**config.mk**
```make
export PLATFORM = sky130hd
export DESIGN_NAME = adcsq_seq
export DESIGN_NICKNAME = d
export VERILOG_FILES = /design/src/rtl/adcsq_pkg.sv /design/src/rtl/adcsq_seq.sv /design/src/rtl/adcsq_fifo.sv
export SDC_FILE = /design/constraint.sdc
export NUM_CORES = 1
export LEC_CHECK = 0
export ABC_AREA = 1
export ABC_CLOCK_PERIOD_IN_PS = 3100
export BUFFER_PORTS_ARGS = -buffer_cell sky130_fd_sc_hd__buf_4
export CAP_MARGIN = 40
export CORE_ASPECT_RATIO = 1.75
export CORE_MARGIN = 5
export CORE_UTILIZATION = 62
export CTS_CLUSTER_SIZE = 30
export DETAILED_ROUTE_END_ITERATION = 10
export GPL_TIMING_DRIVEN = 1
export PLACE_DENSITY = 0.84
export SYNTH_ARGS = -nofsm -noshare
export SYNTH_HDL_FRONTEND = slang
export SYNTH_SLANG_ARGS = --single-unit
```
**constraint.sdc**
```tcl
create_clock -name clk_sys_i -period 3.1 [get_ports clk_sys_i]
set_input_delay 0.62 -clock clk_sys_i [delete_from_list [all_inputs] [get_ports clk_sys_i]]
set_output_delay 0.62 -clock clk_sys_i [all_outputs]
set_load 0.03 [all_outputs]
```
**src/rtl/adcsq_pkg.sv**
```systemverilog
package adcsq_pkg;

   // System clock period, in ns, and pin-level timing.
   localparam int CLK_PERIOD_NS = 10;
   localparam int CONV_TIME_SN_LOW_MS = 67;
   localparam int CONV_TIME_SN_HIGH_MS = 80;
   localparam int CONV_TIME_DN_MS = 73;
   localparam int CONV_CYC_SN_LOW = CONV_TIME_SN_LOW_MS * 1000000 / CLK_PERIOD_NS;
   localparam int CONV_CYC_SN_HIGH = CONV_TIME_SN_HIGH_MS * 1000000 / CLK_PERIOD_NS;
   localparam int CONV_CYC_DN = CONV_TIME_DN_MS * 1000000 / CLK_PERIOD_NS;
   localparam int DOUT_TIME_SN_US = 1250;
   localparam int DOUT_TIME_DN_US = 1400;
   // Internal oscillator period in system cycles: 24 SCK cycles of 8 osc periods fit the output time.
   localparam int OSC_DIV_SN = DOUT_TIME_SN_US * 1000 / CLK_PERIOD_NS / 192;
   localparam int OSC_DIV_DN = DOUT_TIME_DN_US * 1000 / CLK_PERIOD_NS / 192;
   localparam int EXT_CONV_PERIODS = 10278;
   localparam int NOTCH_DIV = 2560;
   localparam int SCK_DIV = 8;
   localparam int FRAME_BITS = 24;
   localparam int RESULT_BITS = 21;
   localparam int EXT_MIN_FREQ_KHZ = 5;
   // An external conversion clock is lost if no edge is seen within one 5 kHz period.
   localparam int EXT_LOSS_CYC = 1000000 / (EXT_MIN_FREQ_KHZ * CLK_PERIOD_NS);
   localparam logic DUMMY_BIT_VAL = 1'b0;
   localparam int FIFO_DEPTH = 8;

   typedef struct packed {
      logic sign_bit;
      logic [RESULT_BITS-1:0] value;
   } adcsq_result_t;

   typedef struct packed {
      logic done_n;
      logic dummy_bit;
      logic sign_bit;
      logic [RESULT_BITS-1:0] value;
   } adcsq_frame_t;

   typedef enum logic [1:0] {
      ST_CONVERT,
      ST_SLEEP,
      ST_DATA
   } adcsq_state_t;

endpackage : adcsq_pkg

```
**src/rtl/adcsq_seq.sv**
```systemverilog
`timescale 1ns/10ps
module adcsq_seq
   import adcsq_pkg::*;
#(
   parameter bit DUAL_NOTCH = 1'b0,
   parameter int CONV_CYC_LOW = (DUAL_NOTCH ? CONV_CYC_DN : CONV_CYC_SN_LOW),
   parameter int CONV_CYC_HIGH = (DUAL_NOTCH ? CONV_CYC_DN : CONV_CYC_SN_HIGH),
   parameter int OSC_DIV = (DUAL_NOTCH ? OSC_DIV_DN : OSC_DIV_SN),
   parameter int EXT_LOSS = EXT_LOSS_CYC,
   parameter int FIFO_DEPTH_P = FIFO_DEPTH
) (
   input wire logic clk_sys_i,
   input wire logic rst_i,
   input wire logic cs_n_i,
   input wire logic sck_i,
   output logic sck_o,
   output logic sck_oe_o,
   output logic sdo_o,
   output logic sdo_oe_o,
   input wire logic rejection_select_pin_i,
   input wire logic [RESULT_BITS:0] sample_i,
   input wire logic sample_valid_i,
   output logic sample_ready_o,
   output logic ext_clk_active_o,
   output logic converting_o
);

   initial begin
      if (CONV_CYC_LOW < 1 || CONV_CYC_HIGH < 1 || OSC_DIV < 1 || EXT_LOSS < 2)
         $error("Timing parameters must be positive");
   end

   // ==========================================================================
   // Pin synchronisers.
   // ==========================================================================
   logic [1:0] cs_sync_r;
   logic [1:0] sck_sync_r;
   logic [1:0] rsel_sync_r;
   logic cs_d_r;
   logic sck_d_r;
   logic rsel_d_r;

   // Reset values match the idle pin levels, so no false edge follows reset.
   always_ff @(posedge clk_sys_i) begin
      if (rst_i) begin
         cs_sync_r <= 2'h3;
         sck_sync_r <= 2'h3;
         rsel_sync_r <= 2'h0;
         cs_d_r <= 1'b1;
         sck_d_r <= 1'b1;
         rsel_d_r <= 1'b0;
      end else begin
         cs_sync_r <= {cs_sync_r[0], cs_n_i};
         sck_sync_r <= {sck_sync_r[0], sck_i};
         rsel_sync_r <= {rsel_sync_r[0], rejection_select_pin_i};
         cs_d_r <= cs_sync_r[1];
         sck_d_r <= sck_sync_r[1];
         rsel_d_r <= rsel_sync_r[1];
      end
   end

   logic cs_n;
   logic cs_fall;
   logic cs_rise;
   logic sck_in_rise;
   logic sck_in_fall;
   logic rsel_rise;

   assign cs_n = cs_sync_r[1];
   assign cs_fall = cs_d_r && !cs_n;
   assign cs_rise = !cs_d_r && cs_n;
   assign sck_in_rise = !sck_d_r && sck_sync_r[1];
   assign sck_in_fall = sck_d_r && !sck_sync_r[1];
   assign rsel_rise = !rsel_d_r && rsel_sync_r[1];

   // ==========================================================================
   // External conversion clock detection and conversion clock tick.
   // ==========================================================================
   logic [$clog2(EXT_LOSS+1)-1:0] loss_cnt_r;
   logic ext_act_r;
   logic [$clog2(OSC_DIV+1)-1:0] osc_cnt_r;
   logic conv_tick;

   always_ff @(posedge clk_sys_i) begin
      if (rst_i) begin
         loss_cnt_r <= '0;
         ext_act_r <= 1'b0;
      end else if (rsel_rise) begin
         // Two rising edges within the loss window mark a clock of 5 kHz or more.
         ext_act_r <= (loss_cnt_r != '0);
         loss_cnt_r <= ($clog2(EXT_LOSS+1))'(EXT_LOSS);
      end else if (loss_cnt_r != '0) begin
         loss_cnt_r <= loss_cnt_r - 1'b1;
      end else begin
         ext_act_r <= 1'b0;
      end
   end

   always_ff @(posedge clk_sys_i) begin
      if (rst_i || ext_act_r) begin
         osc_cnt_r <= '0;
      end else if (osc_cnt_r == ($clog2(OSC_DIV+1))'(OSC_DIV - 1)) begin
         osc_cnt_r <= '0;
      end else begin
         osc_cnt_r <= osc_cnt_r + 1'b1;
      end
   end

   // The internal oscillator is switched off while an external clock is present.
   assign conv_tick = ext_act_r ? rsel_rise : (osc_cnt_r == ($clog2(OSC_DIV+1))'(OSC_DIV - 1));
   assign ext_clk_active_o = ext_act_r;

   // ==========================================================================
   // Result buffer between the modulator and the output shift register.
   // ==========================================================================
   adcsq_result_t fifo_out;
   logic fifo_valid;
   logic fifo_pop;

   adcsq_fifo #(
      .WIDTH(RESULT_BITS + 1),
      .DEPTH(FIFO_DEPTH_P)
   ) u_fifo (
      .clk_sys_i(clk_sys_i),
      .rst_i(rst_i),
      .in_data_i(sample_i),
      .in_valid_i(sample_valid_i),
      .in_ready_o(sample_ready_o),
      .out_data_o(fifo_out),
      .out_valid_o(fifo_valid),
      .out_ready_i(fifo_pop)
   );

   // ==========================================================================
   // Conversion sequencer.
   // ==========================================================================
   localparam int CW = 32;
   adcsq_state_t state_r;
   logic [CW-1:0] conv_cnt_r;
   logic [CW-1:0] conv_len;
   logic conv_done;
   logic int_mode_r;
   logic [4:0] bit_cnt_r;
   logic [2:0] sdiv_cnt_r;
   logic sck_int_r;
   logic data_begun_r;
   logic start_conv;
   logic shift_edge;
   logic rise_edge;
   adcsq_frame_t frame_r;
   logic [1:0] hold_r;

   // Conversion length: internal oscillator by pin level, external by clock periods.
   always_comb begin
      if (ext_act_r) begin
         conv_len = CW'(EXT_CONV_PERIODS);
      end else if (rsel_sync_r[1] && !DUAL_NOTCH) begin
         conv_len = CW'(CONV_CYC_HIGH);
      end else begin
         conv_len = CW'(CONV_CYC_LOW);
      end
   end

   // External clock counts its own periods; internal counts system cycles.
   // Losing the external clock mid-conversion falls back to the internal count.
   logic conv_step;
   assign conv_step = ext_act_r ? rsel_rise : 1'b1;
   assign conv_done = (state_r == ST_CONVERT) && conv_step && (conv_cnt_r + 1'b1 >= conv_len);

   // Internal serial clock ticks: one half period per four conversion clock ticks.
   logic sck_half_tick;
   // The divider restarts with every frame, so the first half period may be short.
   assign sck_half_tick = conv_tick && (sdiv_cnt_r == 3'(SCK_DIV / 2 - 1));
   assign rise_edge = int_mode_r ? (sck_half_tick && !sck_int_r) : sck_in_rise;
   assign shift_edge = int_mode_r ? (sck_half_tick && sck_int_r) : sck_in_fall;

   // Abort after the data phase began, or end on the first falling edge (internal: half tick) after the 24th rising edge.
   assign start_conv = (state_r == ST_DATA) && ((cs_rise && data_begun_r)
      || (data_begun_r && bit_cnt_r == 5'(FRAME_BITS) && (int_mode_r ? sck_half_tick : shift_edge)));

   always_ff @(posedge clk_sys_i) begin
      if (rst_i) begin
         int_mode_r <= 1'b1;
      end else if (hold_r == 2'h1) begin
         int_mode_r <= sck_sync_r[1];
      end else if (cs_fall && state_r != ST_DATA) begin
         int_mode_r <= sck_sync_r[1];
      end
   end

   // Power-up strap capture: the synchronised pin is valid on the third edge after reset.
   always_ff @(posedge clk_sys_i) begin
      if (rst_i) begin
         hold_r <= 2'h3;
      end else if (hold_r != 2'h0) begin
         hold_r <= hold_r - 1'b1;
      end
   end

   always_ff @(posedge clk_sys_i) begin
      if (rst_i) begin
         state_r <= ST_CONVERT;
         conv_cnt_r <= '0;
      end else begin
         case (state_r)
            ST_CONVERT: begin
               if (conv_done) begin
                  conv_cnt_r <= '0;
                  state_r <= ST_SLEEP;
               end else if (conv_step) begin
                  conv_cnt_r <= conv_cnt_r + 1'b1;
               end
            end
            ST_SLEEP: begin
               // Sleep holds while chip select is high; low enters data output.
               if (!cs_n) state_r <= ST_DATA;
            end
            ST_DATA: begin
               if (start_conv) begin
                  state_r <= ST_CONVERT;
               end else if (cs_n && !data_begun_r) begin
                  state_r <= ST_SLEEP;
               end
            end
            default: state_r <= ST_CONVERT;
         endcase
      end
   end

   // Oldest buffered result is latched into the frame at end of conversion.
   assign fifo_pop = conv_done && fifo_valid;

   // Most recent popped result; it repeats when the modulator has not delivered a new one.
   adcsq_result_t last_res_r;

   always_ff @(posedge clk_sys_i) begin
      if (rst_i) begin
         last_res_r <= '0;
      end else if (fifo_pop) begin
         last_res_r <= fifo_out;
      end
   end

   always_ff @(posedge clk_sys_i) begin
      if (rst_i) begin
         frame_r <= '0;
         bit_cnt_r <= '0;
         data_begun_r <= 1'b0;
      end else if (conv_done) begin
         frame_r.done_n <= 1'b0;
         frame_r.dummy_bit <= DUMMY_BIT_VAL;
         if (fifo_valid) begin
            frame_r.sign_bit <= fifo_out.sign_bit;
            frame_r.value <= fifo_out.value;
         end else begin
            frame_r.sign_bit <= last_res_r.sign_bit;
            frame_r.value <= last_res_r.value;
         end
         bit_cnt_r <= '0;
         data_begun_r <= 1'b0;
      end else if (start_conv || state_r != ST_DATA) begin
         bit_cnt_r <= '0;
         data_begun_r <= 1'b0;
      end else begin
         if (rise_edge && !cs_n) begin
            data_begun_r <= 1'b1;
            bit_cnt_r <= bit_cnt_r + 1'b1;
         end
         // The first internal falling edge comes before any rising edge and shifts nothing.
         if (shift_edge && data_begun_r) begin
            frame_r <= {frame_r[FRAME_BITS-2:0], 1'b0};
         end
      end
   end

   // Internal serial clock: conversion clock divided by eight, high when idle.
   always_ff @(posedge clk_sys_i) begin
      if (rst_i) begin
         sdiv_cnt_r <= '0;
         sck_int_r <= 1'b1;
      end else if (!int_mode_r || state_r != ST_DATA || start_conv) begin
         sdiv_cnt_r <= '0;
         sck_int_r <= !(int_mode_r && state_r == ST_DATA && !cs_n && !start_conv && !data_begun_r);
      end else if (conv_tick) begin
         if (sdiv_cnt_r == 3'(SCK_DIV / 2 - 1)) begin
            sdiv_cnt_r <= '0;
         end else begin
            sdiv_cnt_r <= sdiv_cnt_r + 1'b1;
         end
         if (sck_half_tick && bit_cnt_r != 5'(FRAME_BITS)) begin
            sck_int_r <= !sck_int_r;
         end
      end
   end

   // ==========================================================================
   // Pin drivers.
   // ==========================================================================
   always_ff @(posedge clk_sys_i) begin
      if (rst_i) begin
         sdo_o <= 1'b1;
         sdo_oe_o <= 1'b0;
         sck_o <= 1'b1;
         sck_oe_o <= 1'b0;
      end else begin
         sdo_oe_o <= !cs_n;
         if (state_r == ST_DATA && !start_conv) begin
            sdo_o <= frame_r.done_n;
         end else begin
            sdo_o <= (state_r == ST_CONVERT) || start_conv;
         end
         // The driver waits out the chip-select fall so that a stale mode never drives the pin.
         sck_oe_o <= int_mode_r && !cs_n && !cs_fall;
         sck_o <= sck_int_r;
      end
   end

   assign converting_o = (state_r == ST_CONVERT);

endmodule : adcsq_seq

```
**src/rtl/adcsq_fifo.sv**
```systemverilog
`timescale 1ns/10ps
module adcsq_fifo #(
   parameter int WIDTH = 22,
   parameter int DEPTH = 8
) (
   input wire logic clk_sys_i,
   input wire logic rst_i,
   input wire logic [WIDTH-1:0] in_data_i,
   input wire logic in_valid_i,
   output logic in_ready_o,
   output logic [WIDTH-1:0] out_data_o,
   output logic out_valid_o,
   input wire logic out_ready_i
);
   localparam int AW = $clog2(DEPTH);

   initial begin
      if (DEPTH < 2 || (1 << AW) != DEPTH) $error("FIFO depth must be a power of two of at least 2");
   end

   logic [WIDTH-1:0] mem_r [DEPTH];
   logic [AW:0] wr_ptr_r;
   logic [AW:0] rd_ptr_r;
   logic do_wr;
   logic do_rd;

   assign in_ready_o = (wr_ptr_r - rd_ptr_r) != (AW+1)'(DEPTH);
   assign out_valid_o = wr_ptr_r != rd_ptr_r;
   assign do_wr = in_valid_i && in_ready_o;
   assign do_rd = out_valid_o && out_ready_i;
   assign out_data_o = mem_r[rd_ptr_r[AW-1:0]];

   always_ff @(posedge clk_sys_i) begin
      if (do_wr) begin
         mem_r[wr_ptr_r[AW-1:0]] <= in_data_i;
      end
   end

   always_ff @(posedge clk_sys_i) begin
      if (rst_i) begin
         wr_ptr_r <= '0;
         rd_ptr_r <= '0;
      end else begin
         if (do_wr) wr_ptr_r <= wr_ptr_r + 1'b1;
         if (do_rd) rd_ptr_r <= rd_ptr_r + 1'b1;
      end
   end

endmodule : adcsq_fifo

```
==> metrics.yaml <==
grt_pass1_wl_microns: 51600
run_status: "completed"
route.vias.total: 11300
crit_chain: "nand2_1, nor2_2, nand2_2, nor3_2, buf_4, xor2_2, ha_1, nand2_1, inv_2, a221oi_2, o21ai_1, nand2_1, nand2_1, nor2_2, nand2_4, nand2_4, nand2_4, buf_6, o21ai_1, nor2_1"
fin_worst_skew_ns: 0.0102
drc_errors: 0
criticalPathCategory: "reg2reg"
hold-path-cell-count: 2
worstPathMaxFanout: 10
start_util_pct: 62.7
layout.nets: 1711
grt_overflow: 0
areaGrowthSynthToFinish_pct: 15.8
dpl.hpwl_microns: 21100
cts_sinks: 319
synth-edff-count: 176
holdBufCountCts: 0
period_share_pct: 98.9
clk_latency_ns: 0.56
multi_input_area_sq_mm: 0.00559
synth_area_sq_mm: 0.0142
cts_max_level: 1
diodes: 0
coreArea_sq_mm: 0.0227
peakVddDrop_mv: 0.563
dieWidth_microns: 124
wire_per_inst_microns: 16.3
slew_headroom_pct: 47.8
synth_seq_cells: 319
finalCriticalPeriod_ns: 3.06
clkTransAtPathRegs_ns: 0.06
drive_gt1_share_pct: 16.0
yosysWarnings: 0
drt_pass1_iterations: 5
worst_pin_slew_ns: 0.778
leakage_uw: 0.00645
cts_tree: "done"
syn-num-nets: 1641
io_pins: 35
rows: 73
maxCapViolCount: 0
hp-class: "in2reg"
cpMaxStageDelayCell: "dfxtp_4"
synthTopCellsByArea: "edfxtp_1 37%, dfxtp_1 20%, nand2_1 11%"
slowest_delay_ns: 0.38
regArea_sq_mm: 0.00818
synth_area_per_cell_sq_um: 8.97
async_flop_share_pct: 0
drt_iter0_markers: 669
r2r-end: "frame_r[16]$_SDFFE_PP0P_"
yosysMostFrequentCell: "nand2_1"
synth-main-ff-cell: "edfxtp_1"
grt_pass1_vias: 11100
min_to: "sck_sync_r[0]$_SDFF_PP1_"
required_ns: 3.55
grtUsageTotal_pct: 23.7
ant_nets: 0
wl_microns: 32100
cp_common_cell: "nand2_1"
fmax_mhz: 326
floorplan.die_area_sq_mm: 0.0262
gp_congestion: 0.937
avgViaCountPerCell: 5.71
cts_max_path_buffers: 3
hp-start: "sck_i"
synthCells: 1583
drv_slew: 0
die_y_microns: 210
hold_viol_final: 0
numCtsBuffers: 28
crit_path_end_kind: "register"
grt_max_degree: 67
synth_cell_type_count: 47
yosysSeqAreaShare_pct: 57.3
timing.hold.ws_ns: 0.247
antenna_found_initial: 0
synth_top_area_cell: "edfxtp_1"
cts_root_buffer: "clkbuf_16"
worstPathArrival_ns: 3.51
reg2regPathDepth: 20
nFillCells: 1624
reg2reg_from: "conv_cnt_r[13]$_SDFFE_PP0P_"
fin_setup_tns_ns: 0
synthDominantCellAreaShare_pct: 37.2
r2r_slack_ns: 0.04
startpoint_type: "register"
rsz0062_at_grt: "true"
port-buffer-count: 34
ys_top_cells_by_count: "433 x nand2_1, 189 x nor2_1, 176 x edfxtp_1"
pwr_density_cell_mw_per_mm2: 586
setup_viol: 0
-- worst max path at each step --
stage / slack [ns] / end / depth (start not counted) / from
final: 0.04 / frame_r[16]$_SDFFE_PP0P_ / 20 / conv_cnt_r[13]$_SDFFE_PP0P_
after detailed placement: -0.13 / frame_r[0]$_SDFFE_PP0P_ / 20 / conv_cnt_r[16]$_SDFFE_PP0P_
after floorplan: -0.03 / u_fifo.mem_r[0][0]$_DFFE_PP_ / 11 / u_fifo.rd_ptr_r[1]$_SDFFE_PP0P_
after CTS: 0.005 / frame_r[3]$_SDFFE_PP0P_ / 19 / conv_cnt_r[1]$_SDFFE_PP0P_
after global routing: -0.09 / frame_r[16]$_SDFFE_PP0P_ / 18 / conv_cnt_r[16]$_SDFFE_PP0P_
after global placement: 0.01 / frame_r[0]$_SDFFE_PP0P_ / 20 / conv_cnt_r[10]$_SDFFE_PP0P_
-- registers in the layout, indices dropped and copies added, names as in the netlist, 3 cells and up, named ones only --
| register | count |
|---|---|
| loss_cnt_r | 15 |
| last_res_r | 22 |
| bit_cnt_r | 5 |
| osc_cnt_r | 10 |
| conv_cnt_r | 32 |
| u_fifo.rd_ptr_r | 4 |
| u_fifo.mem_r | 176 |
| u_fifo.wr_ptr_r | 4 |
| sdiv_cnt_r | 3 |
| frame_r | 24 |
-- where the power goes --
group	total (uW)	internal (uW)	switching, uW
clock	3550	2060	1490
combinational	1270	447	820
sequential	4820	4680	136
total	9630	7190	2450
-- layout make-up --
cell class / count / share of cell area [%]
inverter: 106 / 2.52
multi-input combinational: 1090 / 34.0
clock inverter: 15 / 1.08
sequential: 319 / 49.7
tap: 300 / 2.28
timing repair buffer: 108 / 5.80
clock buffer: 35 / 4.61
-- repair_timing --
item | CTS | global route
gates resized for setup | 13 | 82
pin swaps | 2 | 15
setup buffers | 0 | 1
endpoints found under the setup margin | 63 | 83
cloned | 0 | 0
-- logic make-up after synthesis --
| group | after synthesis | share of synthesized area (%) |
|---|---|---|
| AND/OR/NAND/NOR | 762 | 22.3 |
| flip-flops | 319 | 57.3 |
| AO/OA/AOI/OAI | 266 | 10.8 |
| buffers and inverters | 174 | 4.95 |
| XOR/XNOR | 31 | 1.91 |
| adder cells (fa/ha/maj) | 30 | 2.64 |
| multiplexers | 1 | 0.0705 |
-- critical path, delay by kind of cell (launching register included) --
kind | cells | cell delay [ns]
buffers and inverters | 3 | 0.36
AOI/OAI and AO/OA | 3 | 0.47
and+or+nand+nor | 12 | 1.30
adders and majority gates | 1 | 0.28
xor gates and xnor gates | 1 | 0.15
DFF | 1 | 0.38
-- per-layer routing --
layer  part of all wire, %  track usage (%)  wire [microns]  up-vias
met4                   4.2             12.2            1360        0
met1                    37             24.8           11800     5368
met2                    55             46.0           17500      340
met3                   4.6             2.87            1460      104
met5                     0                0               0        -
li1                      -                -               -     5451
-- placed cells by master, fill, tap and decap left out, types with 24 or more instances in the layout --
cell type | synthesis | final
edfxtp_1 | 176 | 176
xor2_1 | 27 | 24
o21ai_0 | 88 | 78
a21oi_1 | 102 | 99
nor2_2 | 9 | 28
nand3_1 | 53 | 52
clkbuf_16 | 0 | 29
buf_4 | 3 | 95
nor2_1 | 189 | 169
ha_1 | 30 | 29
dfxtp_1 | 143 | 124
nand2_1 | 433 | 429
inv_1 | 96 | 96
-- metrics by stage --
stage | cells | power (uW) | instance area (sq um) | utilization [%] | worst slack [ns]
after floorplan | 1583 | 5700 | 14200 | - | -0.0341
after global placement | 1922 | 6040 | 15200 | 67.2 | 0.0138
after detailed placement | 1922 | 6100 | 15200 | 67.2 | -0.127
after CTS | 1972 | 9620 | 16200 | 71.5 | 0.00466
after global routing | 1973 | 10000 | 16500 | 72.6 | -0.0901
final | 1973 | 9630 | 16500 | 72.6 | 0.0352
Power figures use the tool's default switching activity.
